## config.mk

```make
export PLATFORM = sky130hd
export DESIGN_NAME = mri_top
export DESIGN_NICKNAME = d
export VERILOG_FILES = /design/src/rtl/mri_pkg.sv /design/src/rtl/mri_sync.sv /design/src/rtl/mri_top.sv
export SDC_FILE = /design/constraint.sdc
export NUM_CORES = 1
export LEC_CHECK = 0
export BUFFER_PORTS_ARGS = -buffer_cell sky130_fd_sc_hd__buf_2
export CAP_MARGIN = 20
export CORE_AREA = 4 4 106 108
export DETAILED_ROUTE_END_ITERATION = 16
export DIE_AREA = 0 0 110 112
export PLACE_DENSITY = 0.75
export SLEW_MARGIN = 20
export SYNTH_ARGS = -nofsm -noshare
export SYNTH_HDL_FRONTEND = slang
export SYNTH_HIERARCHICAL = 1
export SYNTH_SLANG_ARGS = --single-unit
```

## constraint.sdc

```tcl
create_clock -name REF_CLK -period 5.7 [get_ports REF_CLK]
set_input_delay 0.285 -clock REF_CLK [delete_from_list [all_inputs] [get_ports REF_CLK]]
set_output_delay 0.285 -clock REF_CLK [all_outputs]
set_load 0.005 [all_outputs]
```

## src/rtl/mri_pkg.sv

```systemverilog
// package: reset values, widths and timing counts of the reset and initialization block
`default_nettype none
package mri_pkg;
    localparam int CLK_PERIOD_NS = 20;
    localparam int MIN_RESET_CYCLES = 2;
    localparam int PC_W = 14;
    localparam int SP_W = 10;
    localparam logic [PC_W-1:0] PC_RESET_VAL = 14'h0000;
    localparam logic [SP_W-1:0] SP_RESET_VAL = 10'h3FF;
    localparam logic BRANCH_STATUS_RESET = 1'b1;
    localparam logic STD_LATCH_RESET = 1'b1;
    localparam logic HV_LATCH_RESET = 1'b0;
    localparam logic IE_RESET = 1'b0;
    localparam logic IF_RESET = 1'b0;
    localparam logic IM_RESET = 1'b1;
    localparam logic [3:0] PMR_RESET_VAL = 4'h0;
    localparam logic [3:0] SMR_RESET_VAL = 4'h0;
    localparam logic [2:0] TMA_RESET_VAL = 3'h0;
    localparam logic [3:0] TMB_RESET_VAL = 4'h0;
    localparam logic [10:0] PRESCALER_RESET_VAL = 11'h000;
    localparam logic [7:0] TIMER_RESET_VAL = 8'h00;
    localparam logic [2:0] OCTAL_RESET_VAL = 3'h0;
    typedef enum logic [1:0] {MRI_RESET, MRI_RUN, MRI_STOP} mri_state_t;
endpackage : mri_pkg
`default_nettype wire

```

## src/rtl/mri_sync.sv

```systemverilog
// two-flop synchroniser for one pin level
`default_nettype none
module mri_sync (
    input  wire logic clk,       // sampling clock
    input  wire logic rst_n,     // async reset, active low
    input  wire logic rst_val,   // unused; both flops reset to zero whatever its level
    input  wire logic din,       // asynchronous pin level
    output logic      dout       // synchronised level
);
    logic meta_q;
    logic sync_q;
    // first flop feeds only the second
    always_ff @(posedge clk or negedge rst_n) begin
        if (!rst_n) begin
            meta_q <= 1'b0;
            sync_q <= 1'b0;
        end else begin
            meta_q <= din;
            sync_q <= meta_q;
        end
    end
    assign dout = sync_q ^ (rst_val & 1'b0);
endmodule // mri_sync
`default_nettype wire

```

## src/rtl/mri_top.sv

```systemverilog
// reset and initialization block of a 4-bit microcontroller core
// Functional notes
// (RULE1) reset held while reset pin high
// (RULE2) external source holds reset two cycles
// (RULE3) source holds reset for oscillator settling
// (RULE4) pc loads 0000, stack pointer 3FF
// (RULE5) branch status flag set to one
// (RULE6) standard latches one, high-voltage latches zero
// (RULE7) interrupt enable, requests clear; masks set
// (RULE8) mode registers clear to zero
// (RULE9) prescaler, counters, reload, octal counter clear
// (RULE10) software initialises working registers after reset
// (RULE11) data memory kept across stop exit
// (RULE12) stop: halt line low, pins high-z
// (RULE13) software sets latches before reading pins
// (RULE14) external-clock serial interrupt: clock pin input
// (RULE15) only reset leaves stop mode
// (RULE16) fetch from reset address after release
// (RULE17) all initial values present when reset ends
`default_nettype none
module mri_top
    import mri_pkg::*;
#(
    parameter int STD_PINS = 32,   // standard output latches
    parameter int HV_PINS  = 26    // high-voltage output latches
) (
    input  wire logic                REF_CLK,          // instruction-cycle clock
    input  wire logic                RSTN,             // power-on reset, active low
    input  wire logic                RESET_PIN,        // external reset pin, active high
    input  wire logic                STOP_REQ,         // stop instruction executed (pulse)
    input  wire logic                IRQ_ANY,          // any interrupt request pending
    input  wire logic                SER_EXT_CLK,      // serial runs on external clock
    input  wire logic                SER_IRQ,          // serial interrupt raised
    input  wire logic [STD_PINS-1:0] STD_LATCH_WR,     // write strobes, standard latches
    input  wire logic [STD_PINS-1:0] STD_LATCH_DIN,    // write data, standard latches
    input  wire logic [HV_PINS-1:0]  HV_LATCH_WR,      // write strobes, high-voltage latches
    input  wire logic [HV_PINS-1:0]  HV_LATCH_DIN,     // write data, high-voltage latches
    output logic                     CORE_RESET,       // core held in reset
    output logic                     FETCH_START,      // first fetch cycle (pulse)
    output logic                     STOP_MODE,        // stop mode active
    output logic                     HALT_LINE,        // halt line, low in stop
    output logic                     HALT_LINE_N,      // complement of halt line
    output logic                     PIN_OE,           // pins may drive; low gives high-z
    output logic                     RAM_HOLD,         // data memory write-protected
    output logic                     SCK_OE,           // serial clock pin output enable
    output logic [PC_W-1:0]          PROGRAM_COUNTER,  // program counter start value
    output logic [SP_W-1:0]          STACK_POINTER,    // stack pointer start value
    output logic                     BRANCH_STATUS_FLAG, // branch status flag
    output logic                     GLOBAL_INTERRUPT_ENABLE, // global interrupt enable
    output logic [3:0]               INTERRUPT_REQUEST_FLAGS, // interrupt request flags
    output logic [3:0]               INTERRUPT_MASK_BITS,     // interrupt mask bits
    output logic [3:0]               PORT_MODE_REGISTER,      // port mode register
    output logic [3:0]               SERIAL_MODE_REGISTER,    // serial mode register
    output logic [2:0]               TIMER_A_MODE_REGISTER,   // timer A mode register
    output logic [3:0]               TIMER_B_MODE_REGISTER,   // timer B mode register
    output logic [10:0]              PRESCALER,               // prescaler
    output logic [7:0]               TIMER_A_COUNTER,         // timer A counter
    output logic [7:0]               TIMER_B_COUNTER,         // timer B counter
    output logic [7:0]               TIMER_B_RELOAD_REGISTER, // timer B reload register
    output logic [2:0]               OCTAL_COUNTER,           // octal counter
    output logic [STD_PINS-1:0]      STD_LATCH,        // standard pin output latches
    output logic [HV_PINS-1:0]       HV_LATCH          // high-voltage pin output latches
);
    ////////////////////////////////////////////////////////////////////////////////
    // reset release and pin synchronisation
    logic rst_meta_q;
    logic rst_n_q;
    always_ff @(posedge REF_CLK or negedge RSTN) begin
        if (!RSTN) begin
            rst_meta_q <= 1'b0;
            rst_n_q    <= 1'b0;
        end else begin
            rst_meta_q <= 1'b1;
            rst_n_q    <= rst_meta_q;
        end
    end

    logic reset_pin_s;
    // the pin is asynchronous to the instruction clock
    mri_sync u_reset_sync (
        .clk     (REF_CLK),
        .rst_n   (rst_n_q),
        .rst_val (1'b0),
        .din     (RESET_PIN),
        .dout    (reset_pin_s)
    ); // RULE16

    ////////////////////////////////////////////////////////////////////////////////
    // state machine: reset, run, stop
    mri_state_t state_q;
    mri_state_t state_d;
    wire  in_reset = (state_q == MRI_RESET);
    wire  in_stop  = (state_q == MRI_STOP);

    // only the reset pin leaves stop; interrupts are ignored there
    always_comb begin
        state_d = state_q;
        case (state_q)
            MRI_RESET: begin
                if (!reset_pin_s) begin
                    state_d = MRI_RUN; // RULE16
                end
            end
            MRI_RUN: begin
                if (reset_pin_s) begin
                    state_d = MRI_RESET; // RULE1
                end else if (STOP_REQ) begin
                    state_d = MRI_STOP;
                end
            end
            MRI_STOP: begin
                if (reset_pin_s) begin
                    state_d = MRI_RESET; // RULE15
                end
            end
            default: state_d = MRI_RESET;
        endcase
    end

    always_ff @(posedge REF_CLK or negedge rst_n_q) begin
        if (!rst_n_q) begin
            state_q <= MRI_RESET;
        end else begin
            state_q <= state_d;
        end
    end

    logic fetch_q;
    // one-cycle pulse on the first run cycle after reset
    always_ff @(posedge REF_CLK or negedge rst_n_q) begin
        if (!rst_n_q) begin
            fetch_q <= 1'b0;
        end else begin
            fetch_q <= in_reset && (state_d == MRI_RUN); // RULE16
        end
    end

    ////////////////////////////////////////////////////////////////////////////////
    // status outputs
    assign CORE_RESET  = in_reset; // RULE1
    assign FETCH_START = fetch_q;
    assign STOP_MODE   = in_stop;
    assign HALT_LINE   = !in_stop; // RULE12
    assign HALT_LINE_N = in_stop; // RULE12
    assign PIN_OE      = !in_stop; // RULE12
    // memory is never cleared; it is write-protected through stop and reset
    assign RAM_HOLD    = in_stop || in_reset; // RULE11
    // external serial clock with its interrupt pending: clock pin is input only
    assign SCK_OE      = !in_stop && !(SER_EXT_CLK && SER_IRQ); // RULE14
    wire   irq_unused  = IRQ_ANY & 1'b0; // RULE15

    ////////////////////////////////////////////////////////////////////////////////
    // initial values, loaded every cycle that reset is held so they are ready at release
    always_ff @(posedge REF_CLK or negedge rst_n_q) begin
        if (!rst_n_q) begin
            PROGRAM_COUNTER <= PC_RESET_VAL;
            STACK_POINTER   <= SP_RESET_VAL;
        end else if (in_reset || irq_unused) begin
            PROGRAM_COUNTER <= PC_RESET_VAL; // RULE4 RULE17
            STACK_POINTER   <= SP_RESET_VAL; // RULE4
        end
    end

    always_ff @(posedge REF_CLK or negedge rst_n_q) begin
        if (!rst_n_q) begin
            BRANCH_STATUS_FLAG      <= BRANCH_STATUS_RESET;
            GLOBAL_INTERRUPT_ENABLE <= IE_RESET;
            INTERRUPT_REQUEST_FLAGS <= {4{IF_RESET}};
            INTERRUPT_MASK_BITS     <= {4{IM_RESET}};
        end else if (in_reset) begin
            BRANCH_STATUS_FLAG      <= BRANCH_STATUS_RESET; // RULE5
            GLOBAL_INTERRUPT_ENABLE <= IE_RESET; // RULE7
            INTERRUPT_REQUEST_FLAGS <= {4{IF_RESET}}; // RULE7
            INTERRUPT_MASK_BITS     <= {4{IM_RESET}}; // RULE7
        end
    end

    always_ff @(posedge REF_CLK or negedge rst_n_q) begin
        if (!rst_n_q) begin
            PORT_MODE_REGISTER    <= PMR_RESET_VAL;
            SERIAL_MODE_REGISTER  <= SMR_RESET_VAL;
            TIMER_A_MODE_REGISTER <= TMA_RESET_VAL;
            TIMER_B_MODE_REGISTER <= TMB_RESET_VAL;
        end else if (in_reset) begin
            PORT_MODE_REGISTER    <= PMR_RESET_VAL; // RULE8
            SERIAL_MODE_REGISTER  <= SMR_RESET_VAL; // RULE8
            TIMER_A_MODE_REGISTER <= TMA_RESET_VAL; // RULE8
            TIMER_B_MODE_REGISTER <= TMB_RESET_VAL; // RULE8
        end
    end

    always_ff @(posedge REF_CLK or negedge rst_n_q) begin
        if (!rst_n_q) begin
            PRESCALER               <= PRESCALER_RESET_VAL;
            TIMER_A_COUNTER         <= TIMER_RESET_VAL;
            TIMER_B_COUNTER         <= TIMER_RESET_VAL;
            TIMER_B_RELOAD_REGISTER <= TIMER_RESET_VAL;
            OCTAL_COUNTER           <= OCTAL_RESET_VAL;
        end else if (in_reset) begin
            PRESCALER               <= PRESCALER_RESET_VAL; // RULE9
            TIMER_A_COUNTER         <= TIMER_RESET_VAL; // RULE9
            TIMER_B_COUNTER         <= TIMER_RESET_VAL; // RULE9
            TIMER_B_RELOAD_REGISTER <= TIMER_RESET_VAL; // RULE9
            OCTAL_COUNTER           <= OCTAL_RESET_VAL; // RULE9 RULE17
        end
    end

    ////////////////////////////////////////////////////////////////////////////////
    // port output latches: reset levels let every open-drain pin be read as input
    genvar gi;
    generate
        for (gi = 0; gi < STD_PINS; gi++) begin : g_std
            always_ff @(posedge REF_CLK or negedge rst_n_q) begin
                if (!rst_n_q) begin
                    STD_LATCH[gi] <= STD_LATCH_RESET;
                end else if (in_reset) begin
                    STD_LATCH[gi] <= STD_LATCH_RESET; // RULE6
                end else if (STD_LATCH_WR[gi] && !in_stop) begin
                    STD_LATCH[gi] <= STD_LATCH_DIN[gi];
                end
            end
        end
        for (gi = 0; gi < HV_PINS; gi++) begin : g_hv
            always_ff @(posedge REF_CLK or negedge rst_n_q) begin
                if (!rst_n_q) begin
                    HV_LATCH[gi] <= HV_LATCH_RESET;
                end else if (in_reset) begin
                    HV_LATCH[gi] <= HV_LATCH_RESET; // RULE6
                end else if (HV_LATCH_WR[gi] && !in_stop) begin
                    HV_LATCH[gi] <= HV_LATCH_DIN[gi];
                end
            end
        end
    endgenerate
endmodule // mri_top
`default_nettype wire

```

== After elaboration in Yosys (flattened, before gate mapping) ==
Cells that the tools add are included.

* Flip-flop bits (word level): 65
* Logic and storage cells: 311

* Equal/unequal tests: 3
* Muxes and demuxes: 121
* Reductions and logical operators: 123

{| class="wikitable"
|+ Operators with widths
! kind !! number
|-
| 2-to-1 mux 1 bit || 116
|-
| nonzero test 2 bit || 58
|-
| logical AND 1 bit || 61
|-
| 2-to-1 mux 2 bit || 4
|-
| case mux 2 bit (3 select lines) || 1
|-
| equality test 2 x 1 -> 1 bit, second input constant || 2
|-
| equality test 2 bit, second input constant || 1
|-
| zero test 1 bit || 2
|-
| zero test 2 bit || 1
|-
| logical OR 1 bit || 1
|}

== Longest topological paths before layout ==
* Depth in word-level cells: 5
* Mapped depth: 4
* Depth with buffers taken out: 3

== Hierarchy ==
Netlist, hierarchy kept.

{| class="wikitable"
|+ Modules (own cells, without submodules)
! module !! times used !! cells each !! area each (µm²)
|-
| mri_top || 1 || 291 || 3,684.8
|-
| mri_sync || 1 || 2 || 50.0
|}

== Worst setup path after synthesis ==
Ideal clock, no wire load.

* Path type: flip-flop to output port
* Start: register state_q[1]
* End: output port SCK_OE
* Arrival: 0.934 ns
* Required time: 5.415 ns
* Path slack: 4.481 ns
* Cell stages (with the launch flop): 5
* Buffers on the path: 2
* Cell sequence: dfrtp_1 -> nor2b_4 -> buf_6 -> buf_12 -> a21oi_1

* Word-level cells in the longest chain between the ends: 3

{| class="wikitable"
|+ RTL lines
! what !! line !! text
|-
| start, declared || mri_top.sv:90 || <nowiki>mri_state_t state_q;</nowiki>
|-
| start signal, assigned || mri_top.sv:124 || <nowiki>state_q <= state_d;</nowiki>
|-
| equality test 2 bit || mri_top.sv:93 || <nowiki>wire in_stop = (state_q == MRI_STOP);</nowiki>
|-
| named net HALT_LINE_N || mri_top.sv:42 || <nowiki>output logic HALT_LINE_N,</nowiki>
|-
| zero test 1 bit || mri_top.sv:149 || <nowiki>assign SCK_OE = !in_stop && !(SER_EXT_CLK && SER_IRQ);</nowiki>
|-
| logical AND 1 bit || mri_top.sv:149 ||
|-
| end, declared || mri_top.sv:45 || <nowiki>output logic SCK_OE,</nowiki>
|}

The timed path passes the listed nets, and every way through them passes these cells.

== Worst setup path in the final report ==
* Start: register state_q[0]
* End: output port HALT_LINE

* Word-level cells in the longest chain between the ends: 2

{| class="wikitable"
|+ RTL lines
! what !! line !! text
|-
| equality test 2 bit || mri_top.sv:93 ||
|-
| zero test 1 bit || mri_top.sv:143 || <nowiki>assign HALT_LINE = !in_stop;</nowiki>
|-
| end, declared || mri_top.sv:41 || <nowiki>output logic HALT_LINE,</nowiki>
|}

Every way passes these cells.

==> report_table.html <==
<table>
<tr><th>Metric</th><th>Value</th></tr>
<tr><th colspan="2">Clock tree</th></tr>
<tr><td>Post-cts repair resize count</td><td>0</td></tr>
<tr><td>Number of buffers added by the clock tree synthesis step</td><td>9</td></tr>
<tr><td>Clk buf depth</td><td>2</td></tr>
<tr><td>Clk Latency, worst-skew pair</td><td>roughly 330 ps</td></tr>
<tr><td>Clk pin slew, worst setup/hold paths</td><td>about 70 ps</td></tr>
<tr><td>Library cell used as clock root buffer</td><td>clkbuf_8</td></tr>
<tr><td>H-Tree Depth</td><td>3</td></tr>
<tr><td>Clock tree from TritonCTS</td><td>built</td></tr>
<tr><td>Sinks on the clock net</td><td>65</td></tr>
<tr><th colspan="2">Outcome</th></tr>
<tr><td>Outcome</td><td>completed</td></tr>
<tr><th colspan="2">Power</th></tr>
<tr><td>Peak supply drop</td><td>between 0.09 and 0.1 mV</td></tr>
<tr><td>Overall power after layout</td><td>0.001100 W</td></tr>
<tr><td>Static Leakage</td><td>between 2 and 2.5 nW</td></tr>
<tr><td>Power density over cell area</td><td>between 200 and 250 nW/um^2</td></tr>
<tr><th colspan="2">Cells and area</th></tr>
<tr><td>Leading cell type in the layout, fill and taps excluded</td><td>buf_2</td></tr>
<tr><td>Post-layout nets</td><td>approximately 600</td></tr>
<tr><td>Share of final-layout standard cells stronger than drive strength 1</td><td>0.5351</td></tr>
<tr><td>Area growth from synthesis to final layout</td><td>22.68%</td></tr>
<tr><td>Commonest non-fill, non-tap cells in the layout</td><td>buf_2 (187), conb_1 (88), mux2i_1 (58)</td></tr>
<tr><td>Count of antenna diodes in the layout</td><td>0</td></tr>
<tr><th colspan="2">Synth</th></tr>
<tr><td>Synth cell types</td><td>18</td></tr>
<tr><td>Area fraction in and, or, nand and nor cells after synthesis</td><td>0.008040</td></tr>
<tr><td>Area share of xor/xnor cells in the synthesized design</td><td>0</td></tr>
<tr><td>Mapped cell area</td><td>between 3000 and 4000 sq um</td></tr>
<tr><td>Asr flop ratio synth</td><td>1.000</td></tr>
<tr><td>Synthesized area divided by synthesized cell count</td><td>12.75 sq um</td></tr>
<tr><td>Number of standard cells after synthesis</td><td>293</td></tr>
<tr><td>Yosys warnings</td><td>6</td></tr>
<tr><td>Sequential area share after synthesis</td><td>0.4462</td></tr>
<tr><td>Number of register bits inferred by synthesis</td><td>65</td></tr>
<tr><td>Compound-Gate Fraction of Synth Area</td><td>0.1725</td></tr>
<tr><td>Combinational family with the most area after synthesis</td><td>buffers and inverters</td></tr>
<tr><td>Most used flip-flop cell after synthesis</td><td>dfrtp_1</td></tr>
<tr><td>Synthesized-area fraction occupied by adder cells</td><td>0</td></tr>
<tr><td>Multiplexer area fraction after synthesis</td><td>0.1554</td></tr>
<tr><td>EDFF count, synth</td><td>0</td></tr>
<tr><th colspan="2">Critical path</th></tr>
<tr><td>Kind of launch point of the worst setup path</td><td>register</td></tr>
<tr><td>Classification of the worst setup path</td><td>register to primary output</td></tr>
<tr><td>Kind of end point of the critical path</td><td>primary output</td></tr>
<tr><td>Reg2Reg Launch Point</td><td>state_q[0]$_DFF_PN0_</td></tr>
<tr><td>First element of the critical path</td><td>state_q[0]$_DFF_PN0_</td></tr>
<tr><td>Required time at the worst-slack endpoint</td><td>approximately 5400 ps</td></tr>
<tr><td>Signal arrival time at the worst endpoint</td><td>about 2600 ps</td></tr>
<tr><td>Top fanout value on the critical path</td><td>38</td></tr>
<tr><th colspan="2">Route</th></tr>
<tr><td>DRC marker count from the first detailed-route iteration</td><td>62</td></tr>
<tr><td>Via count normalized by instance count</td><td>approximately 4.4</td></tr>
<tr><td>DR pass1 iterations</td><td>4</td></tr>
<tr><td>DR DRC count</td><td>0</td></tr>
<tr><td>Average wire per standard cell</td><td>between 10 and 15 um</td></tr>
<tr><td>Post-detailed-routing wire length</td><td>roughly 8500 um</td></tr>
<tr><td>Count of nets left with antenna violations after detail routing</td><td>0</td></tr>
<tr><td>Total via count in the routed design</td><td>around 2700</td></tr>
<tr><th colspan="2">GRT</th></tr>
<tr><td>Global-route total usage across every layer</td><td>0.1316</td></tr>
<tr><td>Met1 GRT Util</td><td>0.1481</td></tr>
<tr><td>Via count of the first global-routing pass</td><td>2821</td></tr>
<tr><td>Met3 Use GR</td><td>0.04058</td></tr>
<tr><td>Busiest layer in global routing</td><td>met2</td></tr>
<tr><td>Number of antenna violations at the first check in global routing</td><td>0</td></tr>
<tr><td>Met2 Use GR</td><td>0.2362</td></tr>
<tr><td>Leftover overflow at the end of global routing</td><td>0</td></tr>
<tr><td>Global-route wire length before repair</td><td>13100 um</td></tr>
<tr><td>Pin count of the biggest net entering global routing</td><td>64</td></tr>
<tr><th colspan="2">Placement</th></tr>
<tr><td>Placer congestion estimate</td><td>between 0.7 and 0.8</td></tr>
<tr><td>Detail Placement HPWL</td><td>~6500 um</td></tr>
<tr><td>Port-buffer cells</td><td>187</td></tr>
<tr><th colspan="2">STA</th></tr>
<tr><td>Hold violation total from the final report</td><td>0</td></tr>
<tr><td>Worst-Margin Slew</td><td>between 900 and 1000 ps</td></tr>
<tr><td>Part of the cycle the worst path needs</td><td>0.5018</td></tr>
<tr><td>TNS Setup</td><td>0 ps</td></tr>
<tr><td>Worst clock skew</td><td>~4.2 ps</td></tr>
<tr><td>RSZ-0062 raised after global routing</td><td>no</td></tr>
<tr><td>Maximum clock rate</td><td>approximately 0.35 GHz</td></tr>
<tr><td>Max-slew headroom at the worst pin</td><td>0.3616</td></tr>
<tr><td>Number of pins with negative max-slew slack in the final report</td><td>0</td></tr>
<tr><td>Finish-stage setup viols</td><td>0</td></tr>
<tr><td>Shortest clock period the worst path allows after layout</td><td>between 2000 and 3000 ps</td></tr>
<tr><th colspan="2">Floorplanning</th></tr>
<tr><td>Boundary Pins</td><td>between 200 and 300</td></tr>
<tr><td>Die extent in x</td><td>approximately 110 um</td></tr>
<tr><td>Effective utilization at floorplan</td><td>0.3650</td></tr>
<tr><td>Placeable core region</td><td>10230 sq um</td></tr>
<tr><td>Std-Cell Rows</td><td>37</td></tr>
<tr><td>Total Die Area</td><td>12320 sq um</td></tr>
<tr><td>DIE HEIGHT</td><td>~110 um</td></tr>
<tr><th colspan="2">Hold path</th></tr>
<tr><td>Type of the worst min-delay path</td><td>input pin to register</td></tr>
<tr><td>Hold wc startpoint</td><td>RESET_PIN</td></tr>
<tr><th colspan="2">Flow run</th></tr>
<tr><td>Reported max-cap violation count</td><td>0</td></tr>
</table>
## area by class of cell
cell class                      instances  area (sq um)
Clock inverter                          4         23.77
Inverter                                2         7.507
Multi-Input combinational cell        211          1585
Timing Repair Buffer                  190         960.9
Sequential cell                        65          1668
Tap cell                              136         170.2
Clock buffer                           12         166.4
Fill cell                            1012          5649
## critical path: stages, from the launching register on
cell and delay [ps]:
dfrtp_1 360, buf_4 270, nor2b_4 790, inv_2 530, buf_2 270
## cell usage after synthesis, types with 2 or more instances
cell / instances / share of area
a21oi_1: 2 / 0.0027
dfstp_2: 32 / 0.23
a2bb2oi_1: 32 / 0.075
o2bb2ai_2: 19 / 0.076
buf_4: 90 / 0.18
conb_1: 2 / 0.0020
inv_2: 2 / 0.0020
buf_12: 2 / 0.011
mux2i_1: 58 / 0.16
o2bb2ai_1: 7 / 0.016
dfrtp_1: 33 / 0.22
buf_6: 6 / 0.018
buf_2: 3 / 0.0040
## kinds of logic (layout without fill, tap and decap cells)
logic type / count (synthesis) / after routing
buffers and inverters: 103 / 208
AO/OA/AOI/OAI: 61 / 61
AND/OR/NAND/NOR: 4 / 4
multiplexers: 58 / 58
other: 2 / 88
flip-flops: 65 / 65
## per-stage QoR
| step | hold slack (ps) | cell area (sq um) | cells | worst slack (ps) | util |
|---|---|---|---|---|---|
| floorplan | -10.59 | 4058 | 379 | 3812 | - |
| global placement | 70.21 | 4382 | 603 | 3222 | 0.4283 |
| detailed placement | 72.18 | 4382 | 603 | 3143 | 0.4283 |
| CTS | 41.96 | 4582 | 620 | 2782 | 0.4478 |
| global route | 35.04 | 4582 | 620 | 2648 | 0.4478 |
| finish | 68.89 | 4582 | 620 | 2840 | 0.4478 |
## flip-flops by register name, indices dropped and copies added, names as in the netlist
| signal | flops |
|---|---|
| FETCH_START | 1 |
| HV_LATCH | 26 |
| STD_LATCH | 32 |
| rst_meta_q | 1 |
| rst_n_q | 1 |
| state_q | 2 |
| u_reset_sync/dout | 1 |
| u_reset_sync/meta_q | 1 |
## layer usage
layer | vias up | part of all wire
li1 | 1246 | -
met1 | 1345 | 0.36
met2 | 135 | 0.53
met3 | 4 | 0.098
met4 | 0 | 0.0055
met5 | - | 0
## timing repair
action	CTS	global route
hold buffers	1	0
setup endpoints to repair	0	0
setup buffers	0	0
endpoints found under the hold margin	2	0
## worst paths after layout
kind	to	slack, ps	depth (start not counted)
max in group asynchronous	HV_LATCH[17]$_DFFE_PN0P_	4770	1
min reg2reg	u_reset_sync/dout$_DFF_PN0_	350	0
min	u_reset_sync/meta_q$_DFF_PN0_	70	1
min in group asynchronous	rst_meta_q$_DFF_PN0_	270	2
max reg2reg	STD_LATCH[25]$_DFFE_PN1P_	3360	4
max	HALT_LINE	2840	4
## power breakdown
part / leakage, nW / switching (W) / internal [W]
Combinational: 1.53 / 0.0000994 / 0.0000980
Sequential: 0.772 / 0.0000260 / 0.000505
Clock: 0.0978 / 0.000177 / 0.000195
Note: power is estimated with default switching activity, not from simulation.
